`src/ctm_pkg.sv`:
```
// Purpose: shared constants and types of the instruction timing core
// Assumes: one system clock, every timing figure counted in clocks
// Notes: opcode values follow the standard 8-bit accumulator set
package ctm_pkg;

	// ------------------------------------------------------------
	// widths and limits
	// ------------------------------------------------------------
	localparam int OPW = 8;
	localparam int ADW = 16;
	localparam int CYW = 4;
	localparam logic [3:0] CYC_MAX = 4'h8; // longest instruction
	localparam logic [3:0] CYC_ONE = 4'h1;
	localparam logic [3:0] CYC_MUL = 4'h4;
	localparam logic [3:0] CYC_DIV = 4'h8;
	localparam logic [3:0] CYC_XMEM = 4'h3;

	// instruction population per clock count
	localparam int INSTR_TOTAL = 109;
	localparam int INSTR_1CLK = 26;
	localparam int INSTR_2CLK = 50;
	localparam int INSTR_3CLK = 14;
	localparam int INSTR_4CLK = 3;
	localparam int INSTR_5CLK = 2;
	localparam int INSTR_8CLK = 1;

	// ------------------------------------------------------------
	// program store control bit positions and reset values
	// ------------------------------------------------------------
	localparam int PSC_WREN = 0; // steer external-data writes to flash
	localparam int PSC_ERASE = 1; // flash write acts as erase
	localparam logic [7:0] SFR_BASE = 8'h80; // top half of direct space
	localparam logic [3:0] CNT_RST = 4'h0;
	localparam logic [7:0] BYTE_RST = 8'h00;

	// ------------------------------------------------------------
	// instruction classes and sequencer states
	// ------------------------------------------------------------
	typedef enum logic [2:0] {
		K_PLAIN = 3'b000,
		K_BRANCH = 3'b001,
		K_MUL = 3'b010,
		K_DIV = 3'b011,
		K_XRD = 3'b100,
		K_XWR = 3'b101,
		K_CODE = 3'b110,
		K_DPINC = 3'b111
	} ctm_kind_t;

	typedef enum logic [1:0] {
		ST_READY = 2'b00,
		ST_EXEC = 2'b01,
		ST_HALT = 2'b10
	} ctm_state_t;

endpackage

```
`src/ctm_dec_if.sv`:
```
// Purpose: carries one opcode to the decoder and its timing back
// Assumes: purely combinational path inside one clock domain
// Notes: cyc is the taken-branch figure for conditional branches
`timescale 1ns/1ps
interface ctm_dec_if;
	import ctm_pkg::*;
	logic [7:0] opcode;
	logic [1:0] len;
	logic [3:0] cyc;
	ctm_kind_t kind;
	logic direct;
	logic indir;
	modport dec (input opcode, output len, cyc, kind, direct, indir);
	modport seq (output opcode, input len, cyc, kind, direct, indir);
endinterface

```
`src/ctm_core_timing.sv`:
```
// Purpose: instruction sequencer that paces execution in system clocks
// Assumes: opcode, operands and pointers come from logic on ref_clk
// Notes: debug pins are asynchronous and pass a three stage synchroniser
`timescale 1ns/1ps

module ctm_core_timing (
	// clock and reset
	input wire logic ref_clk,
	input wire logic srst,
	// opcode issue
	input wire logic op_valid,
	input wire logic [ctm_pkg::OPW-1:0] op_code,
	input wire logic [ctm_pkg::OPW-1:0] op_arg,
	input wire logic cond_true,
	output logic op_ready,
	output logic instr_done,
	output logic [1:0] instr_len,
	output logic [ctm_pkg::CYW-1:0] instr_cycles,
	// accumulator and auxiliary operands
	input wire logic [ctm_pkg::OPW-1:0] acc_in,
	input wire logic [ctm_pkg::OPW-1:0] aux_in,
	output logic [ctm_pkg::OPW-1:0] acc_out,
	output logic [ctm_pkg::OPW-1:0] aux_out,
	output logic ov_flag,
	// memory steering
	input wire logic [1:0] program_store_control,
	output logic flash_wr,
	output logic flash_erase,
	output logic flash_rd,
	output logic xram_rd,
	output logic xram_wr,
	output logic sfr_sel,
	output logic ram_sel,
	output logic sixteen_bit_data_pointer_inc,
	// debug
	input wire logic dbg_halt_pin,
	input wire logic dbg_run_pin,
	input wire logic dbg_step_pin,
	input wire logic [ctm_pkg::ADW-1:0] pc_in,
	input wire logic bkpt_en,
	input wire logic [ctm_pkg::ADW-1:0] bkpt_addr,
	input wire logic watch_en,
	input wire logic [ctm_pkg::ADW-1:0] watch_addr,
	input wire logic [ctm_pkg::ADW-1:0] xdata_addr,
	output logic halted
);
	import ctm_pkg::*;

	// ------------------------------------------------------------
	// declarations
	// ------------------------------------------------------------
	ctm_dec_if dec_if ();
	ctm_state_t state_r;
	ctm_kind_t kind_r;
	ctm_kind_t kind_now;
	logic [3:0] cnt_r;
	logic [3:0] run_cyc;
	logic op_ready_r;
	logic done_r;
	logic [1:0] len_r;
	logic [3:0] cyc_r;
	logic [7:0] acc_r;
	logic [7:0] aux_r;
	logic [7:0] acc_pend_r;
	logic [7:0] aux_pend_r;
	logic ov_r;
	logic ov_pend_r;
	logic [15:0] prod;
	logic take;
	logic fin;
	logic fwr_r;
	logic fer_r;
	logic frd_r;
	logic xrd_r;
	logic xwr_r;
	logic sfr_r;
	logic ram_r;
	logic dpi_r;
	logic halted_r;
	logic halt_pend_r;
	logic step_r;
	logic set_halt;
	logic [2:0] sy1_r;
	logic [2:0] sy2_r;
	logic [2:0] sy3_r;
	logic [2:0] stab_r;
	logic [2:0] stab_d_r;
	logic [2:0] evt;

	// ------------------------------------------------------------
	// opcode decode
	// ------------------------------------------------------------
	assign dec_if.opcode = op_code;

	ctm_op_decode u_dec (
		.dbus(dec_if.dec)
	);

	always_comb begin
		run_cyc = dec_if.cyc;
		if (dec_if.kind == K_BRANCH && !cond_true) begin
			run_cyc = dec_if.cyc - CYC_ONE;
		end
		if (run_cyc > CYC_MAX) begin
			run_cyc = CYC_MAX;
		end
	end

	assign take = op_valid && op_ready_r;
	assign kind_now = (state_r == ST_EXEC) ? kind_r : dec_if.kind;
	// last clock of the running instruction
	assign fin = (take && run_cyc == CYC_ONE) || (state_r == ST_EXEC && cnt_r == CYC_ONE);
	// operands widened first so the product keeps its high byte
	assign prod = {8'h00, acc_in} * {8'h00, aux_in};

	// ------------------------------------------------------------
	// sequencer
	// ------------------------------------------------------------
	// clock-by-clock countdown
	always_ff @(posedge ref_clk) begin
		if (srst) begin
			state_r <= ST_READY;
			cnt_r <= CNT_RST;
			op_ready_r <= 1'b1;
			halted_r <= 1'b0;
			kind_r <= K_PLAIN;
		end else begin
			case (state_r)
				ST_READY: begin
					if (take) begin
						cnt_r <= run_cyc - CYC_ONE;
						kind_r <= dec_if.kind;
						if (run_cyc == CYC_ONE) begin
							if (halt_pend_r || set_halt) begin
								state_r <= ST_HALT;
								op_ready_r <= 1'b0;
								halted_r <= 1'b1;
							end
						end else begin
							state_r <= ST_EXEC;
							op_ready_r <= 1'b0;
						end
					end else if (halt_pend_r) begin
						state_r <= ST_HALT;
						op_ready_r <= 1'b0;
						halted_r <= 1'b1;
					end
				end
				ST_EXEC: begin
					cnt_r <= cnt_r - CYC_ONE;
					if (cnt_r == CYC_ONE) begin
						if (halt_pend_r) begin
							state_r <= ST_HALT;
							halted_r <= 1'b1;
						end else begin
							state_r <= ST_READY;
							op_ready_r <= 1'b1;
						end
					end
				end
				ST_HALT: begin
					if (evt[1] || evt[2]) begin
						state_r <= ST_READY;
						op_ready_r <= 1'b1;
						halted_r <= 1'b0;
					end
				end
				default: begin
					state_r <= ST_READY;
					op_ready_r <= 1'b1;
				end
			endcase
		end
	end

	// completion pulse and issued timing
	always_ff @(posedge ref_clk) begin
		if (srst) begin
			done_r <= 1'b0;
			len_r <= 2'd0;
			cyc_r <= CNT_RST;
		end else begin
			done_r <= fin;
			if (take) begin
				len_r <= dec_if.len;
				cyc_r <= run_cyc;
			end
		end
	end

	// ------------------------------------------------------------
	// multiply and divide
	// ------------------------------------------------------------
	// result held until the last clock
	always_ff @(posedge ref_clk) begin
		if (srst) begin
			acc_pend_r <= BYTE_RST;
			aux_pend_r <= BYTE_RST;
			ov_pend_r <= 1'b0;
			acc_r <= BYTE_RST;
			aux_r <= BYTE_RST;
			ov_r <= 1'b0;
		end else begin
			if (take && dec_if.kind == K_MUL) begin
				acc_pend_r <= prod[7:0];
				aux_pend_r <= prod[15:8];
				ov_pend_r <= (prod[15:8] != BYTE_RST);
			end else if (take && dec_if.kind == K_DIV) begin
				if (aux_in == BYTE_RST) begin
					acc_pend_r <= acc_in;
					aux_pend_r <= aux_in;
					ov_pend_r <= 1'b1;
				end else begin
					acc_pend_r <= acc_in / aux_in;
					aux_pend_r <= acc_in % aux_in;
					ov_pend_r <= 1'b0;
				end
			end
			if (fin && (kind_now == K_MUL || kind_now == K_DIV)) begin
				acc_r <= acc_pend_r;
				aux_r <= aux_pend_r;
				ov_r <= ov_pend_r;
			end
		end
	end

	// ------------------------------------------------------------
	// memory steering
	// ------------------------------------------------------------
	always_ff @(posedge ref_clk) begin
		if (srst) begin
			fwr_r <= 1'b0;
			fer_r <= 1'b0;
			frd_r <= 1'b0;
			xrd_r <= 1'b0;
			xwr_r <= 1'b0;
			dpi_r <= 1'b0;
		end else begin
			fwr_r <= fin && kind_now == K_XWR && program_store_control[PSC_WREN];
			fer_r <= fin && kind_now == K_XWR && program_store_control[PSC_WREN]
				&& program_store_control[PSC_ERASE];
			xwr_r <= fin && kind_now == K_XWR && !program_store_control[PSC_WREN];
			xrd_r <= fin && kind_now == K_XRD;
			frd_r <= fin && kind_now == K_CODE;
			dpi_r <= fin && kind_now == K_DPINC;
		end
	end

	always_ff @(posedge ref_clk) begin
		if (srst) begin
			sfr_r <= 1'b0;
			ram_r <= 1'b0;
		end else if (take) begin
			sfr_r <= dec_if.direct && (op_arg >= SFR_BASE);
			ram_r <= dec_if.indir || (dec_if.direct && (op_arg < SFR_BASE));
		end
	end

	// ------------------------------------------------------------
	// debug control
	// ------------------------------------------------------------
	// three stage synchroniser per pin: halt, run, step
	genvar gi;
	generate
		for (gi = 0; gi < 3; gi++) begin : g_sync
			always_ff @(posedge ref_clk) begin
				if (srst) begin
					sy1_r[gi] <= 1'b0;
					sy2_r[gi] <= 1'b0;
					sy3_r[gi] <= 1'b0;
					stab_r[gi] <= 1'b0;
					stab_d_r[gi] <= 1'b0;
				end else begin
					sy1_r[gi] <= (gi == 0) ? dbg_halt_pin : (gi == 1) ? dbg_run_pin : dbg_step_pin;
					sy2_r[gi] <= sy1_r[gi];
					sy3_r[gi] <= sy2_r[gi];
					stab_d_r[gi] <= stab_r[gi];
					// level accepted once stages two and three agree
					if (sy2_r[gi] == sy3_r[gi]) begin
						stab_r[gi] <= sy3_r[gi];
					end
				end
			end
			assign evt[gi] = stab_r[gi] && !stab_d_r[gi];
		end
	endgenerate

	// halt sources: pin, breakpoint, watchpoint, step
	assign set_halt = evt[0] || (take && step_r)
		|| (take && bkpt_en && pc_in == bkpt_addr)
		|| (take && watch_en && xdata_addr == watch_addr
			&& (dec_if.kind == K_XRD || dec_if.kind == K_XWR));

	always_ff @(posedge ref_clk) begin
		if (srst) begin
			halt_pend_r <= 1'b0;
			step_r <= 1'b0;
		end else begin
			// a new halt request wins over the clear
			if (set_halt) begin
				halt_pend_r <= 1'b1;
			end else if (state_r == ST_HALT) begin
				halt_pend_r <= 1'b0;
			end
			if (state_r == ST_HALT && evt[2]) begin
				step_r <= 1'b1;
			end else if (take) begin
				step_r <= 1'b0;
			end
		end
	end

	// ------------------------------------------------------------
	// outputs
	// ------------------------------------------------------------
	assign op_ready = op_ready_r;
	assign instr_done = done_r;
	assign instr_len = len_r;
	assign instr_cycles = cyc_r;
	assign acc_out = acc_r;
	assign aux_out = aux_r;
	assign ov_flag = ov_r;
	assign flash_wr = fwr_r;
	assign flash_erase = fer_r;
	assign flash_rd = frd_r;
	assign xram_rd = xrd_r;
	assign xram_wr = xwr_r;
	assign sfr_sel = sfr_r;
	assign ram_sel = ram_r;
	assign sixteen_bit_data_pointer_inc = dpi_r;
	assign halted = halted_r;

endmodule // ctm_core_timing

```
`src/ctm_op_decode.sv`:
```
// Purpose: opcode to length, clock count and class lookup
// Assumes: opcode stable while it is being issued
// Notes: the low nibble picks the operand mode as in the standard set
`timescale 1ns/1ps
module ctm_op_decode (
	// decode channel
	ctm_dec_if.dec dbus
);
	import ctm_pkg::*;

	// ------------------------------------------------------------
	// lookup
	// ------------------------------------------------------------
	always_comb begin
		dbus.kind = K_PLAIN;
		dbus.direct = 1'b0;
		dbus.indir = 1'b0;
		case (dbus.opcode[3:0])
			4'h4: begin
				dbus.len = 2'd2;
			end
			4'h5: begin
				dbus.len = 2'd2;
				dbus.direct = 1'b1;
			end
			4'h6, 4'h7: begin
				dbus.len = 2'd1;
				dbus.indir = 1'b1;
			end
			4'h0, 4'h1, 4'h2, 4'h3: begin
				dbus.len = 2'd2;
			end
			default: begin
				dbus.len = 2'd1;
			end
		endcase
		dbus.cyc = {2'b00, dbus.len};
		if (dbus.indir) begin
			dbus.cyc = 4'h2;
		end
		case (dbus.opcode)
			8'h04, 8'h14, 8'hc4, 8'hd4, 8'he4, 8'hf4: begin
				dbus.len = 2'd1;
				dbus.cyc = CYC_ONE;
			end
			8'ha3: begin
				dbus.len = 2'd1;
				dbus.cyc = CYC_ONE;
				dbus.kind = K_DPINC;
			end
			8'ha4: begin
				dbus.len = 2'd1;
				dbus.cyc = CYC_MUL;
				dbus.kind = K_MUL;
			end
			8'h84: begin
				dbus.len = 2'd1;
				dbus.cyc = CYC_DIV;
				dbus.kind = K_DIV;
			end
			8'he0, 8'he2, 8'he3: begin
				dbus.len = 2'd1;
				dbus.cyc = CYC_XMEM;
				dbus.kind = K_XRD;
			end
			8'hf0, 8'hf2, 8'hf3: begin
				dbus.len = 2'd1;
				dbus.cyc = CYC_XMEM;
				dbus.kind = K_XWR;
			end
			8'h83, 8'h93: begin
				dbus.len = 2'd1;
				dbus.cyc = CYC_XMEM;
				dbus.kind = K_CODE;
			end
			8'h90: begin
				dbus.len = 2'd3;
				dbus.cyc = 4'h3;
			end
			8'h40, 8'h50, 8'h60, 8'h70,
			8'hd8, 8'hd9, 8'hda, 8'hdb, 8'hdc, 8'hdd, 8'hde, 8'hdf: begin
				dbus.len = 2'd2;
				dbus.cyc = 4'h3;
				dbus.kind = K_BRANCH;
			end
			8'h10, 8'h20, 8'h30, 8'hd5,
			8'hb4, 8'hb5, 8'hb6, 8'hb7, 8'hb8, 8'hb9, 8'hba, 8'hbb,
			8'hbc, 8'hbd, 8'hbe, 8'hbf: begin
				dbus.len = 2'd3;
				dbus.cyc = 4'h4;
				dbus.kind = K_BRANCH;
				dbus.direct = 1'b0;
				dbus.indir = 1'b0;
			end
			default: begin
			end
		endcase
	end

endmodule // ctm_op_decode

```
`config.mk`:
```
export PLATFORM = sky130hd
export DESIGN_NAME = ctm_core_timing
export DESIGN_NICKNAME = d
export VERILOG_FILES = /design/src/ctm_pkg.sv /design/src/ctm_dec_if.sv /design/src/ctm_core_timing.sv /design/src/ctm_op_decode.sv
export SDC_FILE = /design/constraint.sdc
export NUM_CORES = 1
export LEC_CHECK = 0
export BUFFER_PORTS_ARGS = -buffer_cell sky130_fd_sc_hd__buf_4
export CAP_MARGIN = 40
export CORE_UTILIZATION = 50
export CTS_BUF_LIST = sky130_fd_sc_hd__clkbuf_8
export CTS_CLUSTER_SIZE = 24
export DETAILED_ROUTE_END_ITERATION = 6
export GPL_TIMING_DRIVEN = 0
export PLACE_DENSITY_LB_ADDON = 0.05
export SETUP_SLACK_MARGIN = 0.3
export SYNTH_ARGS = -nofsm -noshare
export SYNTH_HDL_FRONTEND = slang
export SYNTH_SLANG_ARGS = --single-unit
```
`constraint.sdc`:
```
create_clock -name ref_clk -period 14.35 [get_ports ref_clk]
set_clock_uncertainty 0.1 [all_clocks]
set_input_delay 1.435 -clock ref_clk [delete_from_list [all_inputs] [get_ports ref_clk]]
set_output_delay 1.435 -clock ref_clk [all_outputs]
set_load 0.05 [all_outputs]
```
# Word level (Yosys, flattened, before mapping)
# Index checks and enable logic that the tools add are counted.
[word_totals]
regBits = 77
out_inout_bits = 34
romBits = 0
latchBits = 0
word_cells = 246
mem_bits_rw = 0
mem_count = 0
[classes]
order_cmp = 3
n_eq_ne = 81
n_shift = 0
reduce_logical = 67
bitwise_logic = 0
n_div = 2
multipliers = 1
n_mux = 50
n_addsub = 3
[op_table]
columns = ["op", "count"]
rows = [
  ["$eq 8x8->1 const B", 37],
  ["$reduce_or 17->1", 3],
  ["$mux 8", 6],
  ["$eq 16x16->1", 2],
  ["$eq 8x7->1 const B", 4],
  ["$reduce_or 28->1", 1],
  ["$logic_and 1x1->1", 26],
  ["$mux 1", 24],
  ["$pmux 3 s7", 1],
  ["$reduce_or 21->1", 1],
  ["$eq 3x3->1 const B", 6],
  ["$mux 2", 9],
  ["$eq 4x3->1 const B", 4],
  ["$eq 8x5->1 const B", 2],
  ["$eq 8x6->1 const B", 2],
  ["$mul 8x8->16", 1],
  ["$pmux 4 s4", 1],
  ["$reduce_or 16->1", 1],
  ["$eq 3x2->1 const B", 4],
  ["$eq 4x1->1 const B", 3],
  ["$mux 4", 3],
  ["$pmux 2 s3", 2],
  ["$reduce_or 12->1", 1],
  ["$sub 4x1->4 const B", 3],
  ["33 further kinds", 60],
]

# Depth between registers and ports, before layout
[depth]
ltp_word = 15
ltp_mapped = 53

# Hierarchy
# A second synthesis with hierarchy kept.
[hier_totals]
hier_cells = 1029
hier_area_um2 = 8166.6
[modules_own_cells]
columns = ["module", "area_each_um2", "n_inst", "cells_each"]
rows = [
  ["ctm_core_timing", 7722.4, 1, 963],
  ["ctm_op_decode", 444.2, 1, 66],
]

# Worst setup path before layout
# OpenSTA, ideal clock, no wires.
[synth_timing]
path_kind = "input to register"
from = "input aux_in[7] (netlist bit)"
to = "register acc_pend_r[0]"
setup_ps = 132
path_slack_ps = 1609
cell_stages = 48
arrival_ps = 12509
path_cell_list = "nor4_1 nand3_1 nor2_1 a21oi_1 a21oi_1 ha_1 or4b_2 o311a_1 o22a_1 ha_1 o211ai_1 a211o_1 o221a_2 or2_2 ha_1 a21o_1 o211ai_1 nand2_1 (+12 left out) mux2_2 ha_1 o21ai_0 o21ai_0 nand4_1 and2_1 clkbuf_1 o21ai_0 ha_1 nor2b_1 o31ai_1 a21oi_1 o31ai_1 nand2b_1 and3_1 clkbuf_1 a2111oi_0 nor3_1"
[synth_via]
elab_chain_len = 4
[synth_rtl]
columns = ["item", "line", "source"]
rows = [
  ["start, declared", "ctm_core_timing.sv:21", "input wire logic [ctm_pkg::OPW-1:0] aux_in,"],
  ["$div 8x8->8 or $logic_not 8->1 (tied branches)", "ctm_core_timing.sv:214, ctm_core_timing.sv:209", ""],
  ["$mux 8 *", "ctm_core_timing.sv:209", "if (aux_in == BYTE_RST) begin"],
  ["$mux 8 *", "ctm_core_timing.sv:208", "end else if (take && dec_if.kind == K_DIV) begin"],
  ["$mux 8 *", "ctm_core_timing.sv:204", "if (take && dec_if.kind == K_MUL) begin"],
  ["end signal, assigned", "ctm_core_timing.sv:205", "acc_pend_r <= prod[7:0];"],
  ["end signal, assigned", "ctm_core_timing.sv:210", "acc_pend_r <= acc_in;"],
  ["end signal, assigned", "ctm_core_timing.sv:214", "acc_pend_r <= acc_in / aux_in;"],
  ["end, declared", "ctm_core_timing.sv:64", "logic [7:0] acc_pend_r;"],
]
# Mark *: on every way between the ends. The rest lies on a longest branch, timed or not. The select of a mux whose other input is x is not followed.
# A chain may end at the register's enable or synchronous reset.

# Worst setup path after layout
# Ends and elaborated chain as after synthesis.

==> impl_metrics.env <==
export IMPL_worstPathMaxFanout=10
export IMPL_clockBufferDepth=2
export IMPL_netlist_instances=1034
export IMPL_cts_root_buffer="clkbuf_8"
export IMPL_clk_insertion_delay_late_ns=0.37
export IMPL_drive_above_1_share_pct=17.47
export IMPL_vias_per_cell=5.708
export IMPL_synth_seq_area_share_pct=18.66
export IMPL_r2r_start="op_ready$_SDFFE_PP1P_"
export IMPL_start_util_pct=51.62
export IMPL_gp_congestion=0.9007
export IMPL_routed_wl_um=22920
export IMPL_nNetsFinal=1411
export IMPL_cts_hold_buffers=0
export IMPL_power_density_mw_per_mm2=97.51
export IMPL_rsz0062_at_grt="no"
export IMPL_critPathArrivalTime_ns=13.37
export IMPL_routed_via_count=7997
export IMPL_wl_per_cell_um=16.36
export IMPL_synth_fp_nets=1265
export IMPL_grt_pass1_vias=7321
export IMPL_synth_area_per_cell_sq_um=7.988
export IMPL_tns_ns=0
export IMPL_r2r_slack_ns=11.79
export IMPL_setup_viol=0
export IMPL_ys_warn_count=0
export IMPL_drc=0
export IMPL_path_delay_family="compound AO/OA/AOI/OAI gates"
export IMPL_drv_slew=0
export IMPL_track_usage_pct=26.99
export IMPL_hold_class="reg2reg"
export IMPL_core_area_sq_mm=0.01600
export IMPL_cp_required_ns=14.48
export IMPL_final_common_cell="buf_4"
export IMPL_end_kind="register"
export IMPL_grt_antenna_before_repair=0
export IMPL_ir_drop_mv=0.05222
export IMPL_synthFlopType="dfxtp_1"
export IMPL_crit_slowest_cell="or4b_2"
export IMPL_portBuffers=131
export IMPL_area_delta_synth_final_pct=19.13
export IMPL_placementRows=46
export IMPL_grt_pass1_wl_um=36080
export IMPL_dieArea_sq_mm=0.01704
export IMPL_syn_area_sq_mm=0.008259
export IMPL_cts_sinks=77
export IMPL_max_cap_violations=0
export IMPL_fillers=1473
export IMPL_most_common_layout_cells="buf_4, nand2_1, ha_1"
export IMPL_dp_cells=1381
export IMPL_dr_pass1_iters=5
export IMPL_async_reset_ff_share_pct=0
export IMPL_antenna_cells=0
export IMPL_grt_overflow_total=0
export IMPL_dp_hpwl_um=18320
export IMPL_finalNonFillerCells=1401
export IMPL_die_h_um=130.5
export IMPL_worstMarginPinSlew_ns=0.7653
export IMPL_antenna_left=0
export IMPL_period_share_pct=92.30
export IMPL_slew_headroom_pct=48.55
export IMPL_io_pins=141
export IMPL_path_clk_slew_ns=0.09
export IMPL_htreeDepth=3
export IMPL_grt_max_degree=16
export IMPL_hold_viol_final=0
export IMPL_status="finished clean"
export IMPL_ys_ff_latch=77
export IMPL_path_buf_inv=5
export IMPL_leakagePower_nw=4.288
export IMPL_cts_tree="built"
export IMPL_drt_iter0_drc=387
export IMPL_numCtsBuffers=9
export IMPL_fmax_mhz=75.50
export IMPL_max_stage_delay_ns=0.69
export IMPL_period_needed_ns=13.24
export IMPL_synth_edf_count=0
export IMPL_die_x_um=130.5
export IMPL_min_from="sy1_r[1]$_SDFF_PP0_"
export IMPL_crit_type="in2reg"
export IMPL_crit_top_cell="ha_1"
export IMPL_cp_start_kind="input pin"
export IMPL_crit_start="aux_in[7]"
export IMPL_synth_distinct_cells=85
## power by group
| group | switching (mW) | internal [mW] |
|---|---|---|
| Clock | 0.0885 | 0.0651 |
| Sequential | 0.00961 | 0.227 |
| Combinational | 0.340 | 0.230 |
## through the flow
stage	instance area (sq um)	power, mW	utilization [%]	setup WS, ns	hold slack (ns)
after floorplan	8259	0.6518	-	1.609	0.3138
after global placement	9513	0.7914	59.45	-0.7281	0.3220
after detailed placement	9513	0.7975	59.45	-0.8337	0.3242
after CTS	9721	0.9529	60.75	0.3117	0.3449
after global routing	9839	1.039	61.50	0.3409	0.3555
final	9839	0.9594	61.50	1.105	0.3381
## what timing repair did
item,in CTS,in global routing
endpoints found under the setup margin,9,9
pin swaps,0,1
resized for setup,6,22
buffers inserted,0,4
## final timing paths
path,endpoint,cells past startpoint
min reg2reg,sy2_r[1]$_SDFF_PP0_,1
max,acc_pend_r[0]$_SDFFE_PP0P_,49
max reg2reg,acc_pend_r[7]$_SDFFE_PP0P_,8
min,sy2_r[1]$_SDFF_PP0_,1
## Yosys cell counts, types with 7 or more instances
master    number  share of area (%)
mux2_2         7               0.95
a211oi_1      11                1.0
ha_1          87                 13
xor2_1        30                3.2
nor3_1        36                2.2
a21o_1         7               0.64
o21a_1        13                1.2
fa_1          37                9.0
and2_1        17                1.3
dfxtp_1       77                 19
nand4_1        8               0.61
nor4_1         7               0.53
nand3_1       36                2.2
a31oi_1        8               0.61
or3_1          8               0.61
a21oi_1       71                4.3
o211ai_1      18                1.6
nor2b_1       22                1.7
nand2_1       99                4.5
inv_1         81                3.7
nand2b_1      16                1.2
and3_1         8               0.61
a21bo_1       17                2.1
xnor2_1       31                3.3
clkbuf_1      39                1.8
o21ai_0       45                2.7
nor2_1        76                3.5
## metal layers
| metal | wire length [um] | GRT usage (%) |
|---|---|---|
| met1 | 9990 | 33.70 |
| met3 | 1372 | 3.583 |
| met4 | 549 | 8.587 |
| met2 | 11010 | 47.99 |
| met5 | 0 | 0 |
## kinds of logic (layout without fill, tap and decap cells)
group,after synthesis,in the layout,share of synthesized area [%]
compound gates,266,266,22.72
flops,77,77,18.66
simple gates,361,361,21.89
xor+xnor,62,62,6.666
mux,13,13,1.682
fa+ha+maj,124,124,22.15
buf+inv,131,282,6.226
## cell type report
cell class / count / area (sq um) / share of cell area [%]
timing repair buffer: 135 / 1013 / 10.30
clock buffer: 9 / 123.9 / 1.259
clock inverter: 7 / 57.56 / 0.5849
multi-input combinational: 826 / 6310 / 64.13
inverter: 83 / 315.3 / 3.204
sequential: 77 / 1541 / 15.67
tap: 216 / 270.3 / 2.747
buffer: 48 / 207.7 / 2.111
## state kept, by name (all words and copies together) (netlist names), 2 cells and up
signal and flops:
acc_out 8, acc_pend_r 8, aux_out 8, aux_pend_r 8, cnt_r 4, instr_cycles 4
kind_r 3, stab_d_r 3, stab_r 3, sy1_r 3, sy2_r 3, sy3_r 3
instr_len 2, state_r 2
No activity file was read; power rests on OpenSTA's default activity.
